$ cat src/volt_mon_pkg.sv
/*
  Package for the supply voltage monitor fault-reaction block: register map,
  field positions, event indices, deglitch and timeout figures, carrier types.
  Assumes a 100 MHz system clock and a 32-bit classic Wishbone register bus.
*/
package volt_mon_pkg;

  // ----------------------------------------------------------------------
  // Clock and timing
  // ----------------------------------------------------------------------
  localparam int unsigned CLK_PERIOD_NS   = 10;
  localparam int unsigned DEG_RAIL_NS     = 21000;   // Regulator and external rails
  localparam int unsigned DEG_INTERNAL_REGULATOR_RAIL_UV_NS  = 24000;
  localparam int unsigned DEG_FAST_OV_NS  = 10000;   // Battery, internal and I/O OV
  localparam int unsigned DEG_VBAT_UV_NS  = 90000;
  localparam int unsigned OVP_OFF_TIME_NS = 1000000; // Regulator OVP off-timeout
  localparam int unsigned DEG_RAIL_CYC    = (DEG_RAIL_NS + CLK_PERIOD_NS - 1) / CLK_PERIOD_NS;
  localparam int unsigned DEG_INTERNAL_REGULATOR_RAIL_UV_CYC = (DEG_INTERNAL_REGULATOR_RAIL_UV_NS + CLK_PERIOD_NS - 1) / CLK_PERIOD_NS;
  localparam int unsigned DEG_FAST_OV_CYC = (DEG_FAST_OV_NS + CLK_PERIOD_NS - 1) / CLK_PERIOD_NS;
  localparam int unsigned DEG_VBAT_UV_CYC = (DEG_VBAT_UV_NS + CLK_PERIOD_NS - 1) / CLK_PERIOD_NS;
  localparam int unsigned OVP_OFF_CYC     = (OVP_OFF_TIME_NS + CLK_PERIOD_NS - 1) / CLK_PERIOD_NS;
  localparam int unsigned DEG_W           = 14;
  localparam int unsigned OVP_W           = 20;

  // ----------------------------------------------------------------------
  // Comparator event indices
  // ----------------------------------------------------------------------
  localparam int unsigned NUM_EV      = 18;
  localparam int unsigned EV_PRE_UV   = 0;
  localparam int unsigned EV_CORE_UV  = 1;
  localparam int unsigned EV_SU_UV    = 2;
  localparam int unsigned EV_INTERNAL_REGULATOR_RAIL_UV  = 3;
  localparam int unsigned EV_VBAT_UV  = 4;
  localparam int unsigned EV_EXT0_UV  = 5;  // Channel 1 is the next index
  localparam int unsigned EV_PRE_OV   = 7;
  localparam int unsigned EV_CORE_OV  = 8;
  localparam int unsigned EV_SU_OV    = 9;
  localparam int unsigned EV_INTERNAL_REGULATOR_RAIL_OV  = 10;
  localparam int unsigned EV_VBAT_OV  = 11;
  localparam int unsigned EV_VIO_OV   = 12;
  localparam int unsigned EV_EXT0_OV  = 13; // Channel 1 is the next index
  localparam int unsigned EV_PRE_OVP  = 15;
  localparam int unsigned EV_CORE_OVP = 16;
  localparam int unsigned EV_SU_OVP   = 17;

  // ----------------------------------------------------------------------
  // Register byte offsets
  // ----------------------------------------------------------------------
  localparam logic [7:0] REG_CONFIG    = 8'h00;
  localparam logic [7:0] REG_UV_FLAGS  = 8'h04;
  localparam logic [7:0] REG_OV_FLAGS  = 8'h08;
  localparam logic [7:0] REG_PRE_SAFE  = 8'h0C;
  localparam logic [7:0] REG_CORE_SAFE = 8'h10;
  localparam logic [7:0] REG_SU_SAFE   = 8'h14;
  localparam logic [7:0] REG_EXT_FLAGS = 8'h18;
  localparam logic [7:0] REG_IRQ_STAT  = 8'h1C;
  localparam logic [7:0] REG_IRQ_MASK  = 8'h20;
  localparam logic [7:0] REG_STATUS    = 8'h24;
  localparam logic [7:0] REG_LEVELS    = 8'h28;

  // ----------------------------------------------------------------------
  // Configuration fields and reset values
  // ----------------------------------------------------------------------
  localparam int unsigned CFG_PRE_UV_RST   = 0;
  localparam int unsigned CFG_PRE_OV_RST   = 1;
  localparam int unsigned CFG_PRE_OVP_OFF  = 2;
  localparam int unsigned CFG_CORE_UV_RST  = 3;
  localparam int unsigned CFG_CORE_OV_RST  = 4;
  localparam int unsigned CFG_SU_UV_RST    = 5;
  localparam int unsigned CFG_SU_OV_RST    = 6;
  localparam int unsigned CFG_LOW_SUP_IRQ  = 7;
  localparam int unsigned CFG_EXT_UV_RST   = 8;   // Bits 9:8, one per channel
  localparam int unsigned CFG_EXT_UV_IRQ   = 10;  // Bits 11:10
  localparam int unsigned CFG_EXT_OV_RST   = 12;  // Bits 13:12
  localparam int unsigned CFG_EXT_OV_IRQ   = 14;  // Bits 15:14
  localparam int unsigned CFG_EN_RELEASE   = 16;  // Write-one action, reads zero
  localparam logic [15:0] CFG_RESET        = 16'h0000;
  localparam int unsigned FLAG_SAFE_OVP    = 3;
  localparam int unsigned FLAG_EXT_OV0     = 4;
  localparam int unsigned IRQ_UV           = 0;
  localparam int unsigned IRQ_OV           = 1;
  localparam int unsigned IRQ_SAFE         = 2;
  localparam int unsigned IRQ_EXT          = 3;

  // ----------------------------------------------------------------------
  // Types
  // ----------------------------------------------------------------------
  typedef enum logic [1:0] {
    REQ_NONE  = 2'b00,
    REQ_SAFE  = 2'b01,
    REQ_RESET = 2'b10,
    REQ_OFF   = 2'b11
  } dev_req_t;

  typedef struct packed {
    logic        cyc;
    logic        stb;
    logic        we;
    logic [7:0]  adr;
    logic [3:0]  sel;
    logic [31:0] dat;
  } wb_req_t;

  typedef struct packed {
    logic [NUM_EV-1:0]            sync1, sync2, sync3, stable, filt;
    logic [NUM_EV-1:0][DEG_W-1:0] cnt;
    logic [15:0]                  cfg;
    logic [7:0]                   uv_flags, ov_flags, ext_flags;
    logic [7:0]                   pre_safe, core_safe, su_safe;
    logic [3:0]                   irq_stat, irq_mask;
    logic                         ack;
    logic [31:0]                  dat;
    dev_req_t                     req;
    logic                         req_valid;
    logic                         rst_n, en, hiz, core_dis, su_dis;
    logic [OVP_W-1:0]             core_ovp_cnt, su_ovp_cnt;
    logic                         core_ovp_done, su_ovp_done;
  } state_t;

endpackage : volt_mon_pkg

$ cat src/volt_mon_react.sv
/*
  Fault-reaction logic of the supply voltage monitor: deglitches comparator
  events, keeps sticky monitor flags, requests OFF, RESET or SAFE from the
  device state machine and drives the MCU reset and enable/interrupt pins.
  Assumes comparator outputs arrive asynchronously, the state machine pulses
  reset_release_i when it leaves RESET or OFF, and a classic Wishbone master.
*/
// Decided for this implementation: register access over Wishbone and the register offsets.
`timescale 1ns/1ps
`default_nettype none

// Operation
// - A pre-regulator undervoltage sets UV flag bit 0 and asks for RESET (reset and enable low) if its reset enable is set, else SAFE.
// - A core-regulator undervoltage sets UV flag bit 1 and asks for RESET if enabled, else only pulls the enable output low.
// - A step-up undervoltage sets UV flag bit 3 and asks for RESET if enabled, else changes nothing else.
// - A pre, core or step-up overvoltage sets OV flag bit 0, 1 or 3 and asks for RESET if enabled, else SAFE.
// - A pre-regulator overvoltage-protection event sets its safety bit 3 and asks for OFF if enabled, else SAFE.
// - An external-rail undervoltage sets its bit in external flags 1:0 and asks RESET if enabled, else SAFE if its interrupt enable is set.
// - An external-rail overvoltage sets its bit in external flags 5:4 and asks RESET if enabled, else SAFE if its interrupt enable is set.
// - An internal-rail undervoltage or overvoltage sets bit 4 of the matching flags and asks for OFF with both outputs low.
// - A battery overvoltage sets OV flag bit 6 and asks for OFF with both outputs low.
// - An I/O supply overvoltage sets OV flag bit 7, keeps the state and releases both pin drivers.
// - A battery undervoltage sets UV flag bit 6 and pulls the enable output low only when the low-supply interrupt enable is set.
// - A core or step-up overvoltage-protection event sets its safety bit 3, asks SAFE, disables the regulator and asks OFF if it persists for the off-timeout.
// - Each rail is deglitched, so an event shorter than its deglitch time has no effect at all.
// - A set flag stays set until software reads it while its fault is no longer present.
module volt_mon_react
  import volt_mon_pkg::*;
#(
  parameter int unsigned VBAT_UV_DEG_CYCLES = DEG_VBAT_UV_CYC,
  parameter int unsigned OVP_OFF_CYCLES     = OVP_OFF_CYC
) (
  // Clock and reset
  input  wire logic              clk_i,
  input  wire logic              rst_i,
  // Wishbone slave
  input  wire logic              wb_cyc_i,
  input  wire logic              wb_stb_i,
  input  wire logic              wb_we_i,
  input  wire logic [7:0]        wb_adr_i,
  input  wire logic [3:0]        wb_sel_i,
  input  wire logic [31:0]       wb_dat_i,
  output logic      [31:0]       wb_dat_o,
  output logic                   wb_ack_o,
  output logic                   irq_o,
  // Comparator events and state machine link
  input  wire logic [NUM_EV-1:0] cmp_event_i,
  input  wire logic              reset_release_i,
  output dev_req_t               state_req_o,
  output logic                   state_req_valid_o,
  output logic                   core_reg_disable_o,
  output logic                   step_up_disable_o,
  // Pins
  output logic                   mcu_reset_out_n_o,
  output logic                   mcu_reset_out_n_oe_o,
  output logic                   enable_drive_irq_out_o,
  output logic                   enable_drive_irq_out_oe_o
);

  // --------------------------------------------------------------------
  // Helper functions
  // --------------------------------------------------------------------
  // Deglitch length of each comparator event
  function automatic logic [DEG_W-1:0] deg_len(input int unsigned idx);
    int unsigned c;
    case (idx)
      EV_INTERNAL_REGULATOR_RAIL_UV:                          c = DEG_INTERNAL_REGULATOR_RAIL_UV_CYC;
      EV_VBAT_UV:                          c = VBAT_UV_DEG_CYCLES;
      EV_INTERNAL_REGULATOR_RAIL_OV, EV_VBAT_OV, EV_VIO_OV:   c = DEG_FAST_OV_CYC;
      default:                             c = DEG_RAIL_CYC;
    endcase
    return c[DEG_W-1:0];
  endfunction : deg_len
  // More severe of two requests
  function automatic dev_req_t worst(input dev_req_t a, input dev_req_t b);
    return (b > a) ? b : a;
  endfunction : worst
  // Byte-lane merge of a write into a register
  function automatic logic [31:0] merge(input logic [31:0] old, input logic [31:0] wd,
                                        input logic [3:0] sel);
    logic [31:0] r;
    r = old;
    for (int b = 0; b < 4; b++) begin
      if (sel[b]) begin
        r[8*b +: 8] = wd[8*b +: 8];
      end
    end
    return r;
  endfunction : merge

  // --------------------------------------------------------------------
  // State
  // --------------------------------------------------------------------
  state_t   s_r;
  state_t   s_nxt;
  wb_req_t  bus;
  logic [NUM_EV-1:0] rise;
  logic [7:0]        uv_set, ov_set, ext_set, uv_pres, ov_pres, ext_pres;
  logic [7:0]        pre_set, core_set, su_set;
  logic [31:0]       rd_data, wr_word;
  dev_req_t          req;
  logic              en_low;
  logic              commit;

  assign bus = '{cyc: wb_cyc_i, stb: wb_stb_i, we: wb_we_i, adr: wb_adr_i, sel: wb_sel_i, dat: wb_dat_i};

  // Read data for the addressed register; unmapped addresses read zero
  always_comb begin
    case ({bus.adr[7:2], 2'b00})
      REG_CONFIG:    rd_data = {16'h0000, s_r.cfg};
      REG_UV_FLAGS:  rd_data = {24'h000000, s_r.uv_flags};
      REG_OV_FLAGS:  rd_data = {24'h000000, s_r.ov_flags};
      REG_PRE_SAFE:  rd_data = {24'h000000, s_r.pre_safe};
      REG_CORE_SAFE: rd_data = {24'h000000, s_r.core_safe};
      REG_SU_SAFE:   rd_data = {24'h000000, s_r.su_safe};
      REG_EXT_FLAGS: rd_data = {24'h000000, s_r.ext_flags};
      REG_IRQ_STAT:  rd_data = {28'h0000000, s_r.irq_stat};
      REG_IRQ_MASK:  rd_data = {28'h0000000, s_r.irq_mask};
      REG_STATUS:    rd_data = {25'h0000000, s_r.su_dis, s_r.core_dis, s_r.hiz, s_r.en, s_r.rst_n, s_r.req};
      REG_LEVELS:    rd_data = {14'h0000, s_r.filt};
      default:       rd_data = 32'h00000000;
    endcase
  end

  // --------------------------------------------------------------------
  // Next-state logic
  // --------------------------------------------------------------------
  always_comb begin
    s_nxt   = s_r;
    commit  = bus.cyc & bus.stb & s_r.ack;
    wr_word = merge({16'h0000, s_r.cfg}, bus.dat, bus.sel);
    // Three-stage synchroniser, deglitch counter per event
    s_nxt.sync1 = cmp_event_i;
    s_nxt.sync2 = s_r.sync1;
    s_nxt.sync3 = s_r.sync2;
    for (int i = 0; i < NUM_EV; i++) begin
      if (s_r.sync2[i] == s_r.sync3[i]) begin
        s_nxt.stable[i] = s_r.sync3[i];
      end
      if (!s_r.stable[i]) begin
        s_nxt.cnt[i]  = '0;
        s_nxt.filt[i] = 1'b0;
      end else if (s_r.cnt[i] < deg_len(i)) begin
        s_nxt.cnt[i]  = s_r.cnt[i] + 1'b1;
      end else begin
        s_nxt.filt[i] = 1'b1;
      end
    end
    rise = s_nxt.filt & ~s_r.filt;
    // Flag set and fault-present vectors in register layout
    uv_set   = {1'b0, rise[EV_VBAT_UV], 1'b0, rise[EV_INTERNAL_REGULATOR_RAIL_UV], rise[EV_SU_UV], 1'b0,
                rise[EV_CORE_UV], rise[EV_PRE_UV]};
    ov_set   = {rise[EV_VIO_OV], rise[EV_VBAT_OV], 1'b0, rise[EV_INTERNAL_REGULATOR_RAIL_OV], rise[EV_SU_OV], 1'b0,
                rise[EV_CORE_OV], rise[EV_PRE_OV]};
    ext_set  = {2'b00, rise[EV_EXT0_OV+1], rise[EV_EXT0_OV], 2'b00,
                rise[EV_EXT0_UV+1], rise[EV_EXT0_UV]};
    uv_pres  = {1'b0, s_r.filt[EV_VBAT_UV], 1'b0, s_r.filt[EV_INTERNAL_REGULATOR_RAIL_UV], s_r.filt[EV_SU_UV], 1'b0,
                s_r.filt[EV_CORE_UV], s_r.filt[EV_PRE_UV]};
    ov_pres  = {s_r.filt[EV_VIO_OV], s_r.filt[EV_VBAT_OV], 1'b0, s_r.filt[EV_INTERNAL_REGULATOR_RAIL_OV],
                s_r.filt[EV_SU_OV], 1'b0, s_r.filt[EV_CORE_OV], s_r.filt[EV_PRE_OV]};
    ext_pres = {2'b00, s_r.filt[EV_EXT0_OV+1], s_r.filt[EV_EXT0_OV], 2'b00,
                s_r.filt[EV_EXT0_UV+1], s_r.filt[EV_EXT0_UV]};
    pre_set  = 8'(rise[EV_PRE_OVP])  << FLAG_SAFE_OVP;
    core_set = 8'(rise[EV_CORE_OVP]) << FLAG_SAFE_OVP;
    su_set   = 8'(rise[EV_SU_OVP])   << FLAG_SAFE_OVP;
    // Bus: take request, answer one cycle later, act at the acknowledged edge
    s_nxt.ack = bus.cyc & bus.stb & ~s_r.ack;
    if (bus.cyc & bus.stb & ~s_r.ack) begin
      s_nxt.dat = rd_data;
    end
    if (commit && bus.we) begin
      case ({bus.adr[7:2], 2'b00})
        REG_CONFIG: begin
          s_nxt.cfg = wr_word[15:0];
          if (wr_word[CFG_EN_RELEASE] && !(|s_r.filt)) begin
            s_nxt.en = 1'b1;
          end
        end
        REG_IRQ_MASK: s_nxt.irq_mask = wr_word[3:0];
        default: ;
      endcase
    end
    if (commit && !bus.we) begin
      case ({bus.adr[7:2], 2'b00})
        REG_UV_FLAGS:  s_nxt.uv_flags  = s_r.uv_flags & uv_pres;
        REG_OV_FLAGS:  s_nxt.ov_flags  = s_r.ov_flags & ov_pres;
        REG_EXT_FLAGS: s_nxt.ext_flags = s_r.ext_flags & ext_pres;
        REG_PRE_SAFE:  s_nxt.pre_safe  = s_r.pre_safe & (8'(s_r.filt[EV_PRE_OVP]) << FLAG_SAFE_OVP);
        REG_CORE_SAFE: s_nxt.core_safe = s_r.core_safe & (8'(s_r.filt[EV_CORE_OVP]) << FLAG_SAFE_OVP);
        REG_SU_SAFE:   s_nxt.su_safe   = s_r.su_safe & (8'(s_r.filt[EV_SU_OVP]) << FLAG_SAFE_OVP);
        REG_IRQ_STAT:  s_nxt.irq_stat  = 4'h0;
        default: ;
      endcase
    end
    // Sticky flags: a set in the clearing cycle wins
    s_nxt.uv_flags  = s_nxt.uv_flags | uv_set;
    s_nxt.ov_flags  = s_nxt.ov_flags | ov_set;
    s_nxt.ext_flags = s_nxt.ext_flags | ext_set;
    s_nxt.pre_safe  = s_nxt.pre_safe | pre_set;
    s_nxt.core_safe = s_nxt.core_safe | core_set;
    s_nxt.su_safe   = s_nxt.su_safe | su_set;
    s_nxt.irq_stat  = s_nxt.irq_stat | {|ext_set, |(pre_set | core_set | su_set), |ov_set, |uv_set};
    // State machine leaving RESET/OFF releases the reset pin and regulators; enable waits for a release write
    if (reset_release_i) begin
      s_nxt.rst_n         = 1'b1;
      s_nxt.core_dis      = 1'b0;
      s_nxt.su_dis        = 1'b0;
      s_nxt.core_ovp_done = 1'b0;
      s_nxt.su_ovp_done   = 1'b0;
    end
    // Reaction per event, merged by severity
    req    = REQ_NONE;
    en_low = 1'b0;
    if (rise[EV_PRE_UV]) begin
      req = worst(req, s_r.cfg[CFG_PRE_UV_RST] ? REQ_RESET : REQ_SAFE);
    end
    if (rise[EV_CORE_UV]) begin
      if (s_r.cfg[CFG_CORE_UV_RST]) begin
        req = worst(req, REQ_RESET);
      end else begin
        en_low = 1'b1;
      end
    end
    if (rise[EV_SU_UV] && s_r.cfg[CFG_SU_UV_RST]) begin
      req = worst(req, REQ_RESET);
    end
    if (rise[EV_PRE_OV]) begin
      req = worst(req, s_r.cfg[CFG_PRE_OV_RST] ? REQ_RESET : REQ_SAFE);
    end
    if (rise[EV_CORE_OV]) begin
      req = worst(req, s_r.cfg[CFG_CORE_OV_RST] ? REQ_RESET : REQ_SAFE);
    end
    if (rise[EV_SU_OV]) begin
      req = worst(req, s_r.cfg[CFG_SU_OV_RST] ? REQ_RESET : REQ_SAFE);
    end
    if (rise[EV_PRE_OVP]) begin
      req = worst(req, s_r.cfg[CFG_PRE_OVP_OFF] ? REQ_OFF : REQ_SAFE);
    end
    for (int c = 0; c < 2; c++) begin
      if (rise[EV_EXT0_UV+c]) begin
        if (s_r.cfg[CFG_EXT_UV_RST+c]) begin
          req = worst(req, REQ_RESET);
        end else if (s_r.cfg[CFG_EXT_UV_IRQ+c]) begin
          req = worst(req, REQ_SAFE);
        end
      end
      if (rise[EV_EXT0_OV+c]) begin
        if (s_r.cfg[CFG_EXT_OV_RST+c]) begin
          req = worst(req, REQ_RESET);
        end else if (s_r.cfg[CFG_EXT_OV_IRQ+c]) begin
          req = worst(req, REQ_SAFE);
        end
      end
    end
    if (rise[EV_INTERNAL_REGULATOR_RAIL_UV] || rise[EV_INTERNAL_REGULATOR_RAIL_OV] || rise[EV_VBAT_OV]) begin
      req = worst(req, REQ_OFF);
    end
    if (rise[EV_VBAT_UV] && s_r.cfg[CFG_LOW_SUP_IRQ]) begin
      en_low = 1'b1;
    end
    // Regulator overvoltage protection: disable, then off after timeout
    if (rise[EV_CORE_OVP]) begin
      req = worst(req, REQ_SAFE);
      s_nxt.core_dis = 1'b1;
    end
    if (rise[EV_SU_OVP]) begin
      req = worst(req, REQ_SAFE);
      s_nxt.su_dis = 1'b1;
    end
    if (s_r.core_dis && s_r.filt[EV_CORE_OVP] && !s_r.core_ovp_done) begin
      s_nxt.core_ovp_cnt = s_r.core_ovp_cnt + 1'b1;
      if (s_r.core_ovp_cnt == OVP_W'(OVP_OFF_CYCLES - 1)) begin
        req = worst(req, REQ_OFF);
        s_nxt.core_ovp_done = 1'b1;
      end
    end else begin
      s_nxt.core_ovp_cnt = '0;
    end
    if (s_r.su_dis && s_r.filt[EV_SU_OVP] && !s_r.su_ovp_done) begin
      s_nxt.su_ovp_cnt = s_r.su_ovp_cnt + 1'b1;
      if (s_r.su_ovp_cnt == OVP_W'(OVP_OFF_CYCLES - 1)) begin
        req = worst(req, REQ_OFF);
        s_nxt.su_ovp_done = 1'b1;
      end
    end else begin
      s_nxt.su_ovp_cnt = '0;
    end
    // Apply the single most severe request to the pins
    s_nxt.req       = req;
    s_nxt.req_valid = (req != REQ_NONE);
    case (req)
      REQ_OFF, REQ_RESET: begin
        s_nxt.rst_n = 1'b0;
        s_nxt.en    = 1'b0;
      end
      REQ_SAFE: begin
        s_nxt.rst_n = 1'b1;
        s_nxt.en    = 1'b0;
      end
      default: ;
    endcase
    if (en_low) begin
      s_nxt.en = 1'b0;
    end
    // I/O supply overvoltage floats both pins while present
    s_nxt.hiz = s_nxt.filt[EV_VIO_OV];
  end

  // --------------------------------------------------------------------
  // State register
  // --------------------------------------------------------------------
  always_ff @(posedge clk_i) begin
    if (rst_i) begin
      s_r          <= '0;
      s_r.cfg      <= CFG_RESET;
      s_r.req      <= REQ_NONE;
      s_r.rst_n    <= 1'b1;
    end else begin
      s_r <= s_nxt;
    end
  end

  // Outputs
  assign wb_dat_o                  = s_r.dat;
  assign wb_ack_o                  = s_r.ack;
  assign irq_o                     = |(s_r.irq_stat & s_r.irq_mask);
  assign state_req_o               = s_r.req;
  assign state_req_valid_o         = s_r.req_valid;
  assign core_reg_disable_o        = s_r.core_dis;
  assign step_up_disable_o         = s_r.su_dis;
  assign mcu_reset_out_n_o         = s_r.rst_n;
  assign mcu_reset_out_n_oe_o      = ~s_r.hiz;
  assign enable_drive_irq_out_o    = s_r.en;
  assign enable_drive_irq_out_oe_o = ~s_r.hiz;

endmodule : volt_mon_react

`default_nettype wire

$ cat config.mk
export PLATFORM = sky130hd
export DESIGN_NAME = volt_mon_react
export DESIGN_NICKNAME = d
export VERILOG_FILES = /design/src/volt_mon_pkg.sv /design/src/volt_mon_react.sv
export SDC_FILE = /design/constraint.sdc
export NUM_CORES = 1
export LEC_CHECK = 0
export ABC_AREA = 1
export BUFFER_PORTS_ARGS = -buffer_cell sky130_fd_sc_hd__buf_4
export CAP_MARGIN = 15
export CORE_MARGIN = 3
export CORE_UTILIZATION = 45
export CTS_CLUSTER_SIZE = 12
export DETAILED_ROUTE_END_ITERATION = 10
export PLACE_DENSITY_LB_ADDON = 0.08
export SYNTH_ARGS = -nofsm -noshare
export SYNTH_HDL_FRONTEND = slang
export SYNTH_SLANG_ARGS = --single-unit
export TNS_END_PERCENT = 5
$ cat constraint.sdc
create_clock -name clk_i -period 2.6 [get_ports clk_i]
set_clock_uncertainty 0.05 [all_clocks]
set_input_delay 0 -clock clk_i [delete_from_list [all_inputs] [get_ports clk_i]]
set_output_delay 0 -clock clk_i [all_outputs]
set_load 0.01 [all_outputs]
# Word level (Yosys, flattened, before mapping)
# Index checks and enable logic that the tools add are counted.
# op_classes
add_sub_neg,20
muxes,133
bitwise_logic,43
magnitude_cmp,38
n_eq_ne,33
n_reduce_logical,56
# ops
operator,n
"14-bit by 1-bit adder with 14-bit output, second input constant",18
14-bit less-than comparator,18
14-bit 2-to-1 mux,18
18-bit one-hot mux with 11 select lines,1
2-bit 2-to-1 mux,54
52-bit 2-to-1 mux,1
1-bit 2-to-1 mux,50
8-bit 2-to-1 mux,6
2-bit OR reduction,22
"20-bit by 1-bit adder with 20-bit output, second input constant",2
"20-bit by 17-bit == test with 1-bit output, second input constant",2
8-bit by 4-bit bitwise AND with 8-bit output,3
"6-bit by 3-bit == test with 1-bit output, second input constant",4
8-bit by 4-bit OR with 8-bit output,3
1-bit inverter,22
18-bit bitwise AND,1
1-bit == test,18
"6-bit by 4-bit == test with 1-bit output, second input constant",3
"2-bit > comparator, first input constant",9
18-bit inverter,1
18-bit OR reduction,1
"6-bit by 2-bit == test with 1-bit output, second input constant",2
"1-bit by 2-bit > comparator with 1-bit output, first input constant",6
4-bit OR,3
other kinds (27),55
# totals
regBits,497

# Longest topological paths before layout
# depth
ltp_word,66
depth_mapped,20
mapped_depth_nobuf,20

# Worst setup path before layout
# Ideal clock, no wire load.
# synth_path
kind,register to register
start,reg s_r[191] (netlist bit)
end,reg s_r (netlist bit state_req_valid_o)
setup_slack_ps,325
stages_incl_launch_ff,20
synth_period_minus_slack_ps,2275
arrival_time_ps,2106
setup_ps,119
cell_sequence,dfxtp_1 -> nor2_1 -> nand2_2 -> nand3b_2 -> nand2_4 -> nand3_2 -> nand3_2 -> nor2_4 -> ha_1 -> nor2_1 -> nor2_1 -> nand2_1 -> nand2_2 -> nand3_1 -> nand2_1 -> nand3_2 -> nand2_2 -> nand2_2 -> nand2_2 -> nand2_1
# synth_between
elab_chain_len,56
word_cells_on_any_way,64
# synth_rtl
element,line_no,rtl
start: declaration,volt_mon_react.sv:94,state_t s_r;
start signal: assignment,volt_mon_react.sv:319,s_r <= s_nxt;
14-bit less-than comparator *,volt_mon_react.sv:143,end else if (s_r.cnt[i] < deg_len(i)) begin
1-bit 2-to-1 mux *,volt_mon_react.sv:143,
1-bit 2-to-1 mux *,volt_mon_react.sv:140,if (!s_r.stable[i]) begin
18-bit bitwise AND *,volt_mon_react.sv:149,rise = s_nxt.filt & ~s_r.filt;
1-bit logical AND *,volt_mon_react.sv:224,if (rise[EV_SU_UV] && s_r.cfg[CFG_SU_UV_RST]) begin
2-bit 2-to-1 mux *,volt_mon_react.sv:224,
2-bit > comparator,volt_mon_react.sv:76,return (b > a) ? b : a;
2-bit 2-to-1 mux,volt_mon_react.sv:76,
[40 not listed],n/a,
2-bit 2-to-1 mux,volt_mon_react.sv:76,
2-bit 2-to-1 mux,volt_mon_react.sv:272,if (s_r.core_ovp_cnt == OVP_W'(OVP_OFF_CYCLES - 1)) begin
2-bit 2-to-1 mux *,volt_mon_react.sv:270,if (s_r.core_dis && s_r.filt[EV_CORE_OVP] && !s_r.core_ovp_done) begin
2-bit > comparator,volt_mon_react.sv:76,
2-bit 2-to-1 mux,volt_mon_react.sv:76,
2-bit 2-to-1 mux,volt_mon_react.sv:281,if (s_r.su_ovp_cnt == OVP_W'(OVP_OFF_CYCLES - 1)) begin
2-bit 2-to-1 mux *,volt_mon_react.sv:279,if (s_r.su_dis && s_r.filt[EV_SU_OVP] && !s_r.su_ovp_done) begin
2-bit nonzero test *,volt_mon_react.sv:290,s_nxt.req_valid = (req != REQ_NONE);
# Every way passes the cells marked *; elsewhere a longest branch is shown, timed or not.
# A chain may end at the register's enable or synchronous reset.

# Worst setup path in the final report
# layout_path
start,reg s_r[193] (netlist bit)
end,reg s_r (netlist bit state_req_valid_o)
# Same word-level chain as after synthesis.

==> flow_metrics.env <==
export IMPL_fp_coreArea_mm2=0.0413
export IMPL_r2r_setup_slack_ps=200
export IMPL_fin_tns_setup_ps=0
export IMPL_start_util=0.462
export IMPL_rsz0062_at_grt="false"
export IMPL_synth_ff_latch_count=452
export IMPL_critPathKind="reg -> reg"
export IMPL_synthTopCellsByArea="dfxtp_1 (47%), inv_1 (9.1%), a21oi_1 (6.9%)"
export IMPL_status="finished clean"
export IMPL_cts_root_buf="clkbuf_16"
export IMPL_power_net_switching_uw=2930
export IMPL_grt_antenna_before_repair=0
export IMPL_synth_edf_count=0
export IMPL_dp_cells=3120
export IMPL_synth_top_area_cell="dfxtp_1"
export IMPL_grt_first_pass_wirelength_um=74100
export IMPL_cap_violations=0
export IMPL_relSlewSlack=0.530
export IMPL_crit_family="simple AND/OR/NAND/NOR gates"
export IMPL_power_density_mw_per_mm2=621
export IMPL_worstSetupStartpoint="s_r[193]"
export IMPL_p_leak_uw=0.00814
export IMPL_ys_async_sr_fraction=0
export IMPL_maxSlewViolCount=0
export IMPL_p_int_uw=11100
export IMPL_grt_pass1_vias=15400
export IMPL_yosysUniqueCellTypes=53
export IMPL_switching_share=0.210
export IMPL_n_antenna_cell=0
export IMPL_seq_area_frac_synth=0.475
export IMPL_synth_top_area_frac=0.475
export IMPL_most_common_layout_cells="inv_1 (462), dfxtp_1 (452), nor2_1 (309), a21oi_1 (259), nand2_1 (246)"
export IMPL_hold_ws_ps=41.5
export IMPL_cp_slowest_cell="dfxtp_1"
export IMPL_hold_violations=0
export IMPL_die_y_um=212
export IMPL_drt_iter0_drc=967
export IMPL_clock_sinks=452
export IMPL_gp_congestion=0.871
export IMPL_crit_buf_inv=1
export IMPL_final_common_cell="inv_1"
export IMPL_drive_gt1_frac=0.111
export IMPL_slowest_delay_ps=330
export IMPL_pin_count=111
export IMPL_dpl_cell_area_mm2=0.0203
export IMPL_r2r_end="state_req_valid_o"
export IMPL_crit_fanout=4
export IMPL_design_die_area_mm2=0.0449
export IMPL_h_tree_depth=2
export IMPL_p_seq_frac=0.499
export IMPL_critPathCaptureType="flip-flop"
export IMPL_synth_flop_cell="dfxtp_1"
export IMPL_ys_warn_count=0
export IMPL_die_width_um=212
export IMPL_tightest_slew_ps=703
export IMPL_clockBufferDepth=3
export IMPL_globalRouteOverflowTotal=0
export IMPL_min_period_ps=2400
export IMPL_crit_end="state_req_valid_o"
export IMPL_std_cell_rows=74
export IMPL_avgSynthCellArea_um2=7.55
export IMPL_final_net_count=2799
export IMPL_port_buffers=78
export IMPL_dr_pass1_iters=7
export IMPL_final_cell_area_mm2=0.0225
export IMPL_rr_startpoint="s_r[193]"
export IMPL_pwr_share_comb=0.022
export IMPL_cp_start_kind="flip-flop"
export IMPL_cp_arrival_ps=2810
export IMPL_cts_tree="done"
export IMPL_clk_pin_slew_ps=60
export IMPL_postRouteWirelength_um=44700
export IMPL_netlist_instances=2526
export IMPL_wl_per_cell_um=13.6
export IMPL_drc=0
export IMPL_fmax_mhz=417
export IMPL_ant_nets=0
export IMPL_setup_viol=0
export IMPL_hp_class="in -> reg"
export IMPL_grtUsageTotal=0.201
export IMPL_viasPerCell=5.00
export IMPL_dp_hpwl_um=33100
export IMPL_rr_worst_depth=20
export IMPL_finalNonFillerCells=3280
export IMPL_cts_buffers=49
export IMPL_cp_required_ps=3010
export IMPL_worst_path_stages=20
export IMPL_netlist_area_mm2=0.0191
export IMPL_grt_max_degree=29
export IMPL_crit_chain="inv_2 -> nand2_1 -> nor2_2 -> nand3b_4 -> nand2_4 -> nand3_2 -> nand3_2 -> nor2_4 -> ha_1 -> nor2_2 -> nor2_2 -> nand2_1 -> nand2_2 -> nand3_1 -> nand2_1 -> nand3_2 -> nand2_2 -> nand2_2 -> nand2_2 -> nand2_1"
export IMPL_clk_latency_ps=580
export IMPL_num_vias=16400
export IMPL_area_growth_pct=18.2
export IMPL_worst_ir_drop_vdd_mv=0.413
export IMPL_period_share=0.923
export IMPL_clockPowerShare=0.479
worst reg2reg max path, cell delays in order, from the launching register on:
cell      delay, ps
dfxtp_1         330
inv_2            60
nand2_1          50
nor2_2          220
nand3b_4        130
nand2_4          90
nand3_2          80
nand3_2         100
nor2_4           50
ha_1            320
nor2_2           50
nor2_2          130
nand2_1          80
nand2_2          90
nand3_1          70
nand2_1          80
nand3_2          70
nand2_2          70
nand2_2          60
nand2_2          60
nand2_1          40
synthesized netlist by cell type, types with 2 or more instances:
master and number:
a21oi_1 261, nand2_1 246, o21a_1 20, o2111ai_1 5
o21ai_0 206, nand3_1 81, nor2_4 7, a22oi_1 9
inv_2 22, dfxtp_1 452, ha_1 21, o21bai_1 5
o21ai_1 13, clkinv_1 6, a211oi_1 3, nor3_2 17
o22ai_1 11, nor3b_1 29, nor3_4 3, clkbuf_1 24
xor2_1 3, inv_1 462, nand2_4 2, nor2_1 311
a31oi_1 8, nand2_2 13, nand3_2 12, a21oi_2 2
nor4_1 22, a221oi_1 7, nor3_1 106, nand4_1 39
buf_4 36, a41oi_1 2, or2_2 3, nor2_2 23
buf_1 4, o211ai_1 8, o31ai_1 2, nand3b_1 3
and3_1 5
area by class of cell:
type,count,area [um2]
fillers,3952,18800
flip-flops and latches,452,9050
multi-input cells,1533,7870
inverters,490,1840
repair buffers,184,1560
clock buffers,77,1460
well taps,532,666
clock inverters,12,97.6
through the flow:
step,setup slack [ps],util,total power (uW)
floorplan,325,-,7250
global route,0.778,0.546,14500
finish,201,0.546,14000
detailed placement,115,0.490,7370
CTS,97.2,0.545,14200
global placement,165,0.490,7360
worst min-delay path by stage:
stage	start	endpoint	slack, ps	cells after the start
floorplan	cmp_event_i[0]	s_nxt[461]	60	2
global placement	cmp_event_i[7]	s_nxt[468]	150	3
detailed placement	cmp_event_i[7]	s_nxt[468]	160	3
CTS	wb_adr_i[2]	wb_dat_o[17]	5	7
global route	wb_sel_i[1]	s_r[150]	70	3
finish	wb_adr_i[2]	wb_dat_o[17]	40	7
routing by layer:
layer / GRT usage / share of wire / up-vias
li1: - / - / 8566
met1: 0.263 / 0.46 / 7428
met2: 0.334 / 0.45 / 316
met3: 0.0329 / 0.052 / 92
met4: 0.0778 / 0.035 / 0
met5: 0 / 0 / -
cells by family after synthesis:
kind of cell             after synthesis  share of synthesized area
AND/OR/NAND/NOR                      927                      0.232
AO/OA/AOI/OAI                        568                      0.162
buffers and inverters                554                      0.116
flip-flops                           452                      0.475
adder cells (fa/ha/maj)               21                     0.0138
XOR/XNOR                               3                    0.00138
other                                  1                   0.000197
sequential cells by signal, indices dropped and copies added (netlist names):
signal / count
state_req_valid_o: 1
s_nxt: 36
enable_drive_irq_out_o: 1
s_r: 380
state_req_o: 2
wb_dat_o: 18
mcu_reset_out_n_o: 1
wb_ack_o: 1
ext_pres: 4
step_up_disable_o: 1
core_reg_disable_o: 1
ov_pres: 6
power by group through the flow:
stage	Sequential, uW	Clock (uW)	Combinational [uW]
5_1_grt	6970	7220	338
4_1_cts	6970	6910	308
2_1_floorplan	7120	0	126
6_report	6980	6710	308
3_3_place_gp	7130	0	236
3_5_place_dp	7130	0	238
what timing repair did:
| action | 4_1_cts | 5_1_grt |
|---|---|---|
| endpoints found under the setup margin | 0 | 5 |
| setup buffers | 0 | 1 |
| hold endpoints to repair | 71 | 0 |
| gates resized for setup | 0 | 5 |
| hold buffers | 70 | 0 |
Power figures use the tool's default switching activity.
